$ cat config.mk
export PLATFORM = sky130hd
export DESIGN_NAME = dac_control_logic
export DESIGN_NICKNAME = d
export VERILOG_FILES = /design/src/common/dac_pkg.sv /design/src/common/dac_wake_if.sv /design/src/design/dac_sleep_gate.sv /design/src/design/dac_wake_timer.sv /design/src/design/dac_control_logic.sv
export VERILOG_INCLUDE_DIRS = /design/src /design/src/common
export SDC_FILE = /design/constraint.sdc
export NUM_CORES = 1
export LEC_CHECK = 0
export ABC_AREA = 0
export BUFFER_PORTS_ARGS = -buffer_cell sky130_fd_sc_hd__buf_4
export CAP_MARGIN = 30
export CORE_MARGIN = 8
export CORE_UTILIZATION = 30
export DETAILED_ROUTE_END_ITERATION = 6
export GPL_TIMING_DRIVEN = 0
export SLEW_MARGIN = 15
export SYNTH_ARGS = -nofsm -noshare
export SYNTH_HDL_FRONTEND = slang
export SYNTH_SLANG_ARGS = --single-unit
$ cat constraint.sdc
create_clock -name ref_clk -period 1.9 [get_ports ref_clk]
set_input_delay 0.095 -clock ref_clk [delete_from_list [all_inputs] [get_ports ref_clk]]
set_output_delay 0.095 -clock ref_clk [all_outputs]
set_load 0.02 [all_outputs]
$ cat src/common/dac_cfg.svh
// register map, field positions, reset values and timing for the converter control block
// assumes a 10 MHz single clock and a byte-wide register port
`ifndef DAC_CFG_SVH
`define DAC_CFG_SVH

`define DAC_OFS_CTRL    8'h00
`define DAC_OFS_CODE    8'h01
`define DAC_BIT_ENABLE  0
`define DAC_BIT_PIN_OUTPUT_DRIVE_ON   6
`define DAC_BIT_STDBY   7
`define DAC_CTRL_WMASK  8'hc1
`define DAC_CTRL_RST    8'h00
`define DAC_CODE_RST    8'h00
`define DAC_BYTE_ZERO   8'h00
`define DAC_CLK_MHZ     10
`define DAC_WAKE_NS     1000
`define DAC_WAKE_CYCLES ((`DAC_WAKE_NS * `DAC_CLK_MHZ + 999) / 1000)

`endif

$ cat src/common/dac_pkg.sv
// shared types of the converter control block
// assumes dac_cfg.svh for all numeric constants
package dac_pkg;
  typedef logic [7:0] byte_t;
  typedef logic [7:0] bus_addr_t;
  typedef enum logic [1:0] {
    ST_OFF,
    ST_RUN,
    ST_SLEEP,
    ST_WAKE
  } conv_state_e;
endpackage

$ cat src/common/dac_wake_if.sv
// carrier between the control top, its sleep gate and its wake timer
// assumes all three sit on ref_clk
`timescale 1ns/1ps
interface dac_wake_if;
  logic start;
  logic done;
  logic standby;
  logic powerdown;
  logic keep_run;
  logic clk_present;
  logic power_allowed;

  modport ctrl  (output start, standby, powerdown, keep_run, clk_present,
                 input  done, power_allowed);
  modport timer (input start, output done);
  modport gate  (input standby, powerdown, keep_run, clk_present, output power_allowed);
endinterface

$ cat src/design/dac_sleep_gate.sv
// decides whether the converter may stay powered in the present sleep mode
// assumes sleep-mode levels come from logic on ref_clk
`timescale 1ns/1ps
module dac_sleep_gate (
  dac_wake_if.gate w  // sleep levels in, power permission out
);
  always_comb begin
    w.power_allowed = !w.powerdown
                      && (!w.standby || (w.keep_run && w.clk_present));
  end
endmodule // dac_sleep_gate

$ cat src/design/dac_wake_timer.sv
// start-up delay counter used when the converter wakes from sleep
// assumes start is a one-cycle pulse on ref_clk
`timescale 1ns/1ps
`include "dac_cfg.svh"
module dac_wake_timer #(
  parameter int unsigned WAKE_CYCLES = `DAC_WAKE_CYCLES  // start-up delay in cycles
) (
  input  wire logic ref_clk,  // system clock
  input  wire logic rst_n,    // synchronised reset, active low
  dac_wake_if.timer w         // start pulse in, done out
);
  localparam int unsigned CW = $clog2(WAKE_CYCLES + 1);
  logic [CW-1:0] cnt;
  logic [CW-1:0] next_cnt;

  always_comb begin
    next_cnt = cnt;
    if (w.start) begin
      next_cnt = CW'(WAKE_CYCLES);
    end else if (cnt != '0) begin
      next_cnt = cnt - CW'(1);
    end
  end

  always_ff @(posedge ref_clk or negedge rst_n) begin
    if (!rst_n) begin
      cnt <= '0;
    end else begin
      cnt <= next_cnt;
    end
  end

  // done ignores start: start only comes while sleeping, so no path loops back
  assign w.done = (cnt == CW'(1));
endmodule // dac_wake_timer

$ cat src/design/dac_control_logic.sv
// control side of an 8-bit voltage-output converter: registers, power and conversion start
// assumes sleep levels and clock-present come from logic on ref_clk; analog core lies outside
`timescale 1ns/1ps
`include "dac_cfg.svh"

// How it works
// - enable bit written one turns converter on; written zero turns it off
// - pin drive bit six powers the output buffer and routes output to pin
// - while running, each code write starts a new conversion at once
// - while disabled, code writes only store; writing enable one then converts
// - standby keeps converting only with keep-running bit set and clock present
// - stopped in standby powers core and buffer off; wake waits start-up delay
// - power-down sleep always turns core and buffer off
// - internal comparator and ADC see the output whenever converter runs
// - code register at offset one holds eight bits, resets to zero
// - processor halt for debug leaves converter state and output untouched
module dac_control_logic #(
  parameter int unsigned WAKE_CYCLES = `DAC_WAKE_CYCLES  // start-up delay in cycles
) (
  input  wire logic              ref_clk,         // 10 MHz clock
  input  wire logic              rstn,            // async reset, active low
  input  wire dac_pkg::bus_addr_t addr,           // register address
  input  wire dac_pkg::byte_t    wdata,           // write data
  input  wire logic              wr,              // write strobe
  input  wire logic              rd,              // read strobe
  output      dac_pkg::byte_t    rdata,           // read data, cycle after rd
  input  wire logic              sleep_standby,   // device in standby sleep
  input  wire logic              sleep_powerdown, // device in power-down sleep
  input  wire logic              per_clk_present, // peripheral clock kept in sleep
  output      logic              core_on,         // analog core powered
  output      logic              buffer_on,       // output buffer on, output on pin
  output      logic              internal_on,     // output offered to comparator and ADC
  output      logic              conv_start,      // one-cycle conversion start
  output      dac_pkg::byte_t    conv_code        // code being converted
);
  import dac_pkg::*;

  function automatic logic reg_hit(input bus_addr_t a, input bus_addr_t ofs);
    return a == ofs;
  endfunction

  // reset release
  logic rst_meta;
  logic rst_n;
  always_ff @(posedge ref_clk or negedge rstn) begin
    if (!rstn) begin
      rst_meta <= 1'b0;
      rst_n    <= 1'b0;
    end else begin
      rst_meta <= 1'b1;
      rst_n    <= rst_meta;
    end
  end

  // register file
  byte_t ctrl;
  byte_t code;
  byte_t next_ctrl;
  byte_t next_code;
  byte_t next_rdata;
  logic  ctrl_write;
  logic  code_write;

  always_comb begin
    ctrl_write = wr && reg_hit(addr, `DAC_OFS_CTRL);
    code_write = wr && reg_hit(addr, `DAC_OFS_CODE);
    next_ctrl  = ctrl;
    next_code  = code;
    next_rdata = `DAC_BYTE_ZERO;
    if (ctrl_write) begin
      next_ctrl = wdata & `DAC_CTRL_WMASK;
    end
    if (code_write) begin
      next_code = wdata;
    end
    if (rd && reg_hit(addr, `DAC_OFS_CTRL)) begin
      next_rdata = ctrl & `DAC_CTRL_WMASK;
    end else if (rd && reg_hit(addr, `DAC_OFS_CODE)) begin
      next_rdata = code;
    end
  end

  always_ff @(posedge ref_clk or negedge rst_n) begin
    if (!rst_n) begin
      ctrl  <= `DAC_CTRL_RST;
      code  <= `DAC_CODE_RST;
      rdata <= `DAC_BYTE_ZERO;
    end else begin
      ctrl  <= next_ctrl;
      code  <= next_code;
      rdata <= next_rdata;
    end
  end

  // sleep gate and wake timer
  dac_wake_if w ();
  logic wake_start;

  assign w.start       = wake_start;
  assign w.standby     = sleep_standby;
  assign w.powerdown   = sleep_powerdown;
  assign w.keep_run    = ctrl[`DAC_BIT_STDBY];
  assign w.clk_present = per_clk_present;

  dac_sleep_gate u_gate (
    .w (w.gate)
  );

  dac_wake_timer #(
    .WAKE_CYCLES (WAKE_CYCLES)
  ) u_timer (
    .ref_clk (ref_clk),
    .rst_n   (rst_n),
    .w       (w.timer)
  );

  // conversion and power state; no debug-halt input, so a halt changes nothing
  conv_state_e state;
  conv_state_e next_state;
  logic        next_conv_start;
  byte_t       next_conv_code;
  logic        en_now;
  logic        run_next;
  logic        power_next;

  always_comb begin
    en_now          = next_ctrl[`DAC_BIT_ENABLE];
    next_state      = state;
    next_conv_start = 1'b0;
    next_conv_code  = conv_code;
    wake_start      = 1'b0;
    unique case (state)
      ST_OFF: begin
        if (en_now && w.power_allowed) begin
          next_state      = ST_RUN;
          next_conv_start = 1'b1;
          next_conv_code  = next_code;
        end else if (en_now) begin
          next_state = ST_SLEEP;
        end
      end
      ST_RUN: begin
        if (!en_now) begin
          next_state = ST_OFF;
        end else if (!w.power_allowed) begin
          next_state = ST_SLEEP;
        end else if (code_write) begin
          next_conv_start = 1'b1;
          next_conv_code  = wdata;
        end
      end
      ST_SLEEP: begin
        if (!en_now) begin
          next_state = ST_OFF;
        end else if (w.power_allowed) begin
          next_state = ST_WAKE;
          wake_start = 1'b1;
        end
      end
      ST_WAKE: begin
        if (!en_now) begin
          next_state = ST_OFF;
        end else if (!w.power_allowed) begin
          next_state = ST_SLEEP;
        end else if (w.done) begin
          next_state      = ST_RUN;
          next_conv_start = 1'b1;
          next_conv_code  = next_code;
        end
      end
    endcase
    run_next   = next_state == ST_RUN;
    power_next = run_next || next_state == ST_WAKE;
  end

  always_ff @(posedge ref_clk or negedge rst_n) begin
    if (!rst_n) begin
      state       <= ST_OFF;
      conv_start  <= 1'b0;
      conv_code   <= `DAC_CODE_RST;
      core_on     <= 1'b0;
      buffer_on   <= 1'b0;
      internal_on <= 1'b0;
    end else begin
      state       <= next_state;
      conv_start  <= next_conv_start;
      conv_code   <= next_conv_code;
      core_on     <= power_next;
      buffer_on   <= power_next && next_ctrl[`DAC_BIT_PIN_OUTPUT_DRIVE_ON];
      internal_on <= run_next;
    end
  end

  // cycles spent waking, watched by the start-up check
  logic [15:0] wake_age;
  always_ff @(posedge ref_clk or negedge rst_n) begin
    if (!rst_n) begin
      wake_age <= 16'h0000;
    end else if (state != ST_WAKE) begin
      wake_age <= 16'h0000;
    end else begin
      wake_age <= wake_age + 16'h0001;
    end
  end

  a_enable_powers_core: assert property (
    @(posedge ref_clk) disable iff (!rst_n)
    (state == ST_OFF && ctrl_write && wdata[`DAC_BIT_ENABLE] && w.power_allowed)
      |=> core_on && internal_on)
    else $error("enable write did not power the converter");

  a_disable_drops_core: assert property (
    @(posedge ref_clk) disable iff (!rst_n)
    (ctrl_write && !wdata[`DAC_BIT_ENABLE])
      |=> !core_on && !buffer_on && !internal_on && state == ST_OFF)
    else $error("disable write left the converter on");

  a_buffer_follows_bit: assert property (
    @(posedge ref_clk) disable iff (!rst_n)
    (state == ST_RUN && w.power_allowed && ctrl_write
      && wdata[`DAC_BIT_ENABLE] && wdata[`DAC_BIT_PIN_OUTPUT_DRIVE_ON])
      |=> buffer_on ##1 (buffer_on || $past(wr) || !$past(w.power_allowed)))
    else $error("pin drive bit did not turn on the buffer");

  a_write_converts: assert property (
    @(posedge ref_clk) disable iff (!rst_n)
    (state == ST_RUN && w.power_allowed && code_write)
      |=> conv_start && conv_code == $past(wdata) && code == $past(wdata))
    else $error("code write while running did not start a conversion");

  a_idle_write_stores: assert property (
    @(posedge ref_clk) disable iff (!rst_n)
    (state == ST_OFF && code_write && !sleep_standby && !sleep_powerdown)
      |=> !conv_start && code == $past(wdata) && !core_on)
    else $error("code write while disabled converted or was lost");

  a_enable_converts: assert property (
    @(posedge ref_clk) disable iff (!rst_n)
    (state == ST_OFF && ctrl_write && wdata[`DAC_BIT_ENABLE] && w.power_allowed)
      |=> conv_start && conv_code == code)
    else $error("enable write did not convert the stored code");

  a_standby_stops: assert property (
    @(posedge ref_clk) disable iff (!rst_n)
    (state == ST_RUN && sleep_standby && !ctrl[`DAC_BIT_STDBY] && !wr)
      |=> !core_on && !buffer_on && state == ST_SLEEP)
    else $error("converter kept running into standby");

  a_standby_keeps: assert property (
    @(posedge ref_clk) disable iff (!rst_n)
    (state == ST_RUN && sleep_standby && !sleep_powerdown && per_clk_present
      && ctrl[`DAC_BIT_STDBY] && !wr)
      |=> core_on && state == ST_RUN)
    else $error("keep-running setting did not hold converter in standby");

  a_wake_delay: assert property (
    @(posedge ref_clk) disable iff (!rst_n)
    (state == ST_WAKE && next_state == ST_RUN)
      |-> wake_age == 16'(WAKE_CYCLES - 1))
    else $error("wake start-up delay has the wrong length");

  a_powerdown_off: assert property (
    @(posedge ref_clk) disable iff (!rst_n)
    sleep_powerdown |=> !core_on && !buffer_on && !internal_on)
    else $error("converter stayed on in power-down");

  a_internal_route: assert property (
    @(posedge ref_clk) disable iff (!rst_n)
    $rose(internal_on)
      |-> ctrl[`DAC_BIT_ENABLE] && state == ST_RUN && !$past(sleep_powerdown))
    else $error("internal route opened without a running converter");

  a_unused_bits_zero: assert property (
    @(posedge ref_clk) disable iff (!rst_n)
    (rd && reg_hit(addr, `DAC_OFS_CTRL)) |=> rdata[5:1] == 5'h0)
    else $error("unused control bits read nonzero");

  a_buffer_needs_bit: assert property (
    @(posedge ref_clk) disable iff (!rst_n)
    buffer_on
      |-> core_on && ctrl[`DAC_BIT_PIN_OUTPUT_DRIVE_ON])
    else $error("output buffer on without its pin drive bit");

  a_internal_needs_enable: assert property (
    @(posedge ref_clk) disable iff (!rst_n)
    internal_on
      |-> core_on && ctrl[`DAC_BIT_ENABLE])
    else $error("internal route open while converter disabled");

  a_sleep_no_start: assert property (
    @(posedge ref_clk) disable iff (!rst_n)
    (state == ST_SLEEP)
      |=> !conv_start && !internal_on)
    else $error("conversion started straight out of sleep");

  a_start_single: assert property (
    @(posedge ref_clk) disable iff (!rst_n)
    (conv_start && !code_write)
      |=> !conv_start)
    else $error("conversion start without a new cause");
endmodule // dac_control_logic

---- Yosys cells after proc, flatten, opt, wreduce, memory -nomap -nowiden ----
Cells that the tools add are included.
word-level totals
  register bits ........................... 39
  bits of input ports ..................... 23
  output and inout port bits .............. 20
cells by class
  $add $sub $neg .......................... 1
  equal/unequal tests ..................... 14
  mux-type cells .......................... 35
  reductions and logical operators ........ 18
operators with widths
  kind                   count
  $mux W8                10
  $pmux W8 S3            1
  $mux W2                9
  $ne A2 B2 Y1 const B   6
  $mux W1                10
  $eq A8 B1 Y1 const B   1
  $logic_and A1 B1 Y1    8
  $logic_not A8 Y1       1
  $mux W4                2
  $pmux W2 S4            1
  $reduce_and A8 Y1      1
  $mux W7                1
  $eq A2 B2 Y1 const B   3
  $eq A2 B1 Y1 const B   2
  $eq A4 B1 Y1 const B   1
  $reduce_bool A4 Y1     1
  $sub A4 B1 Y4 const B  1
  $pmux W1 S3            1
  $reduce_bool A3 Y1     1
  $logic_not A1 Y1       2
  $logic_not A2 Y1       1
  $logic_or A1 B1 Y1     2
  $ne A2 B1 Y1 const B   1
  $reduce_bool A2 Y1     1

---- Longest topological paths before layout ----
  depth after elaboration ................. 9
  depth in mapped cells ................... 6

---- Cells and area by module ----
A second synthesis with hierarchy kept.
unflattened totals
  cell total of the unflattened synthesis .. 127
  area, all modules ....................... 1716.6 sq um
by module, submodules not included
  module             instances  cells an instance  area an instance (sq um)
  dac_control_logic  1          101                1462.7
  dac_wake_timer     1          24                 241.5
  dac_sleep_gate     1          2                  12.5

---- Worst setup path after synthesis ----
OpenSTA, ideal clock, no wires.
  path kind ............................... input port to flip-flop
  start ................................... in addr[7]
  end ..................................... reg conv_code[0]
  setup time .............................. 0.125 ns
  arrival ................................. 1.551 ns
  required time ........................... 1.775 ns
  path slack .............................. 0.224 ns
  stages on the path ...................... 5
  cells stage by stage .................... nor4_4 > and4b_2 > mux2_4 > nand3_4 > mux2_2
between the ends
  longest elaborated chain between the ends .. 7
ends and longest elaborated chain
  item                  line                      source
  start, declared       dac_control_logic.sv:22   input wire dac_pkg::bus_addr_t addr,
  $eq A8 B1 Y1          dac_control_logic.sv:39   return a == ofs;
  $logic_and A1 B1 Y1   dac_control_logic.sv:66   code_write = wr && reg_hit(addr, `DAC_OFS_CODE);
  $mux W8               dac_control_logic.sv:73   if (code_write) begin
  $mux W8               dac_control_logic.sv:165  end else if (w.done) begin
  $mux W8               dac_control_logic.sv:163  end else if (!w.power_allowed) begin
  $mux W8               dac_control_logic.sv:161  if (!en_now) begin
  $pmux W8 S3           dac_control_logic.sv:132  unique case (state)
  end signal, assigned  dac_control_logic.sv:180  conv_code <= `DAC_CODE_RST;
  end signal, assigned  dac_control_logic.sv:187  conv_code <= next_conv_code;
  end, declared         dac_control_logic.sv:34   output dac_pkg::byte_t conv_code
Parallel ways exist; a longest one is shown, timed or not. The select of a mux whose other input is x is not followed.
A chain may end at the register's enable or synchronous reset.

---- Worst setup path in the final report ----
  start ................................... reg ctrl[7]
  end ..................................... reg conv_code[2]
between the ends
  longest elaborated chain between the ends .. 6
ends and longest elaborated chain
  item                           line                      source
  start, declared                dac_control_logic.sv:56   byte_t ctrl;
  start signal, assigned         dac_control_logic.sv:85   ctrl <= `DAC_CTRL_RST;
  start signal, assigned         dac_control_logic.sv:89   ctrl <= next_ctrl;
  $logic_and A1 B1 Y1 *          dac_sleep_gate.sv:9       && (!w.standby || (w.keep_run && w.clk_present));
  $logic_or A1 B1 Y1 *           dac_sleep_gate.sv:9
  $logic_and A1 B1 Y1 *          dac_sleep_gate.sv:9
  $logic_and A1 B1 Y1            dac_control_logic.sv:134  if (en_now && w.power_allowed) begin
  $ne A2 B2 Y1 (no line)         n/a
  $reduce_and A8 Y1 (no line) *  n/a
Every way passes the cells marked *; elsewhere a longest branch is shown, timed or not.

==> flow_summary.toml <==
[outcome]
status = "completed"

[clock_tree]
cts_tree = "done"
numCtsBuffers = 5
worstSkewPairLatency_ns = 0.28
cts.sinks = 38
clockBufferDepth = 2
cts-htree-levels = 2
clkTransAtPathRegs_ns = 0.07
cts-root-buf = "clkbuf_8"
post_cts_buffers = 0

[final_layout]
areaGrowthSynthToFinish_pct = 30.5
final_cell_mix = "buf_4, dfrtp_1, mux2_2, clkbuf_8"
finalNetCount = 193
final_common_cell = "buf_4"
drive_gt1_share_pct = 50.3
final_cell_area_um2 = 2160
num_antenna_cells = 0

[placed_design]
port_buffers = 41
pre_cts_slack_ns = -0.0791
gp_congestion = 0.760
dpl_cell_area_um2 = 2060
place_hpwl_um = 2720

[yosys]
netlist-cell-type-count = 34
ys_warn_count = 0
yosysSeqAreaShare_pct = 57.4
yosys_register_bits = 38
syn_avg_cell_area_um2 = 13.9
syn-num-nets = 144
postSynthCellCount = 119
syn_area_um2 = 1660
ys_top_cells_by_area = "dfrtp_1, mux2_2, and3_1"
synth_top_area_share_pct = 57.4
yosys.area.top_type = "dfrtp_1"

[critical_path]
path_max_fanout = 9
crit_arrival_ns = 1.89
worstSetupPathType = "reg2reg"
end_kind = "flip-flop"
reg2reg_depth = 5
startpoint_type = "flip-flop"
crit_required_ns = 2.07

[route]
drt_iter0_drc = 29
post_drt_wl_per_cell_um = 15.0
first_pass_iters = 4
route.vias.total = 1085
drtAntennaViolNets = 0
via_per_inst = 4.50
wl_um = 3620
drcViolationCount = 0

[floorplan]
die_w_um = 90.3
fp.dieH_um = 90.3
io_pins = 43
fp-row-count = 27
initial_core_util_pct = 30.7
core_um2 = 5410
die_area_um2 = 8160

[job]
cap_viol_max_count = 0

[worst_hold_path]
hp-class = "in2reg"
hold_depth = 2

[power]
ir_worst_vdd_mv = 0.379
switching_share_pct = 26.1
power_frac_seq_pct = 52.8
pwr-share-clk_pct = 31.4
p_per_area_nw_per_um2 = 821
switching_power_w = 0.000463
p_leak_nw = 1.11
internal_power_w = 0.00131
combPwrFrac_pct = 15.7

[timing]
maxSlewViolCount = 0
slew-limit-headroom_pct = 47.8
tightestPinTransition_ns = 0.783
clock.fmax_ghz = 0.580
setup_viol = 0
hold_viol = 0
fin_crit_ns = 1.72
fin_skew_ns = 0.00314
period_share_pct = 90.7
setup_slack_ns = 0.176
rsz0062_at_grt = "false"

[global_routing]
overflow = 0
grt_max_degree = 37
grt_antenna_before_repair = 0
grt_pass1_wl_um = 5820
track_usage_pct = 8.96
grt_pass1_vias = 1162
==> path summary, 6_finish.rpt <==
path / from / slack (ns) / to
setup / recovery: ctrl[7]$_DFFE_PN0N_ / 0.18 / conv_code[2]$_DFFE_PN0P_
min in group asynchronous: rstn / 0.12 / rst_n$_DFF_PN0_
max in group asynchronous: rst_n$_DFF_PN0_ / 1.04 / rdata[4]$_DFF_PN0_
setup reg to reg: ctrl[7]$_DFFE_PN0N_ / 0.18 / conv_code[2]$_DFFE_PN0P_
hold reg to reg: rst_n$_DFF_PN0_ / 0.36 / u_timer.cnt[0]$_DFFE_PN0P_
hold / removal: wdata[3] / 0.06 / code[3]$_DFF_PN0_
==> stage by stage <==
step / TNS (ns) / power (W) / cells / util [%] / hold WS (ns)
finish: 0 / 0.00178 / 241 / 40.0 / 0.0558
global route: 0 / 0.00187 / 241 / 40.0 / 0.0432
CTS: 0 / 0.00180 / 241 / 39.9 / 0.0451
detailed placement: -0.598 / 0.00123 / 232 / 38.1 / -0.121
global placement: -0.348 / 0.00120 / 232 / 38.0 / -0.122
floorplan: 0 / 0.00112 / 119 / - / -0.201
==> power groups by stage <==
stage | clock [W] | combinational (W) | sequential (W)
floorplan | 0 | 0.000183 | 0.000941
global placement | 0 | 0.000259 | 0.000946
detailed placement | 0 | 0.000275 | 0.000952
CTS | 0.000577 | 0.000283 | 0.000936
global route | 0.000605 | 0.000314 | 0.000951
finish | 0.000558 | 0.000280 | 0.000938
==> state kept, by name, indices dropped and copies added (netlist names), 2 cells and up <==
register and cells:
code 8, conv_code 8, rdata 8, u_timer.cnt 4, ctrl 3, state 2
==> timing repair <==
action                                  4_1_cts  5_1_grt
endpoints found under the setup margin        0        8
hold endpoints to repair                      2        0
hold buffers                                  1        0
gates resized for setup                       0        2
==> layer usage <==
metal	part of all wire [%]	up-vias	track usage [%]
li1	-	519	-
met3	4.7	5	2.99
met4	1.5	0	4.58
met5	0	-	0
met2	44	30	12.9
met1	49	531	11.7
==> cells by family after synthesis <==
| logic type | count (synthesis) | share of synthesized area (%) |
|---|---|---|
| AOI/OAI and AO/OA | 8 | 3.47 |
| xor gates and xnor gates | 1 | 0.528 |
| adders and majority gates | 2 | 1.51 |
| buffers and inverters | 5 | 1.21 |
| DFF | 38 | 57.4 |
| muxes | 31 | 21.1 |
| other | 1 | 0.226 |
| and+or+nand+nor | 33 | 14.6 |
==> synthesized netlist by cell type <==
cell type	n
a211o_1	1
a21boi_0	2
a21boi_2	1
a21oi_1	1
and2_1	2
and3_1	5
and4b_1	1
and4b_2	1
buf_2	1
conb_1	1
dfrtp_1	38
ha_1	2
inv_1	4
mux2_2	27
mux2_4	1
mux2i_1	3
nand2_1	3
nand2b_1	2
nand3_1	1
nand3_4	1
nand3b_1	1
nand4_4	1
nand4b_1	1
nor2_1	5
nor2b_1	1
nor3_1	2
nor3b_1	2
nor4_4	1
o21ai_0	2
o31ai_1	1
or2b_1	1
or3_1	1
or3b_2	1
xnor2_1	1
==> cell type report <==
class / count / area, um^2
fill: 553 / 3240
sequential: 38 / 952
multi-input combinational: 76 / 692
timing repair buffer: 42 / 318
tap: 72 / 90.1
clock buffer: 7 / 86.3
inverter: 4 / 15.0
clock inverter: 1 / 5.00
buffer: 1 / 5.00
==> worst max-delay path, stage by stage, from the launching register on <==
cell and delay [ns]:
dfrtp_1 0.41, a21boi_1 0.29, nor3b_1 0.10, mux2_4 0.32, nand3_4 0.14, mux2_2 0.35
Note: power is estimated with default switching activity, not from simulation.
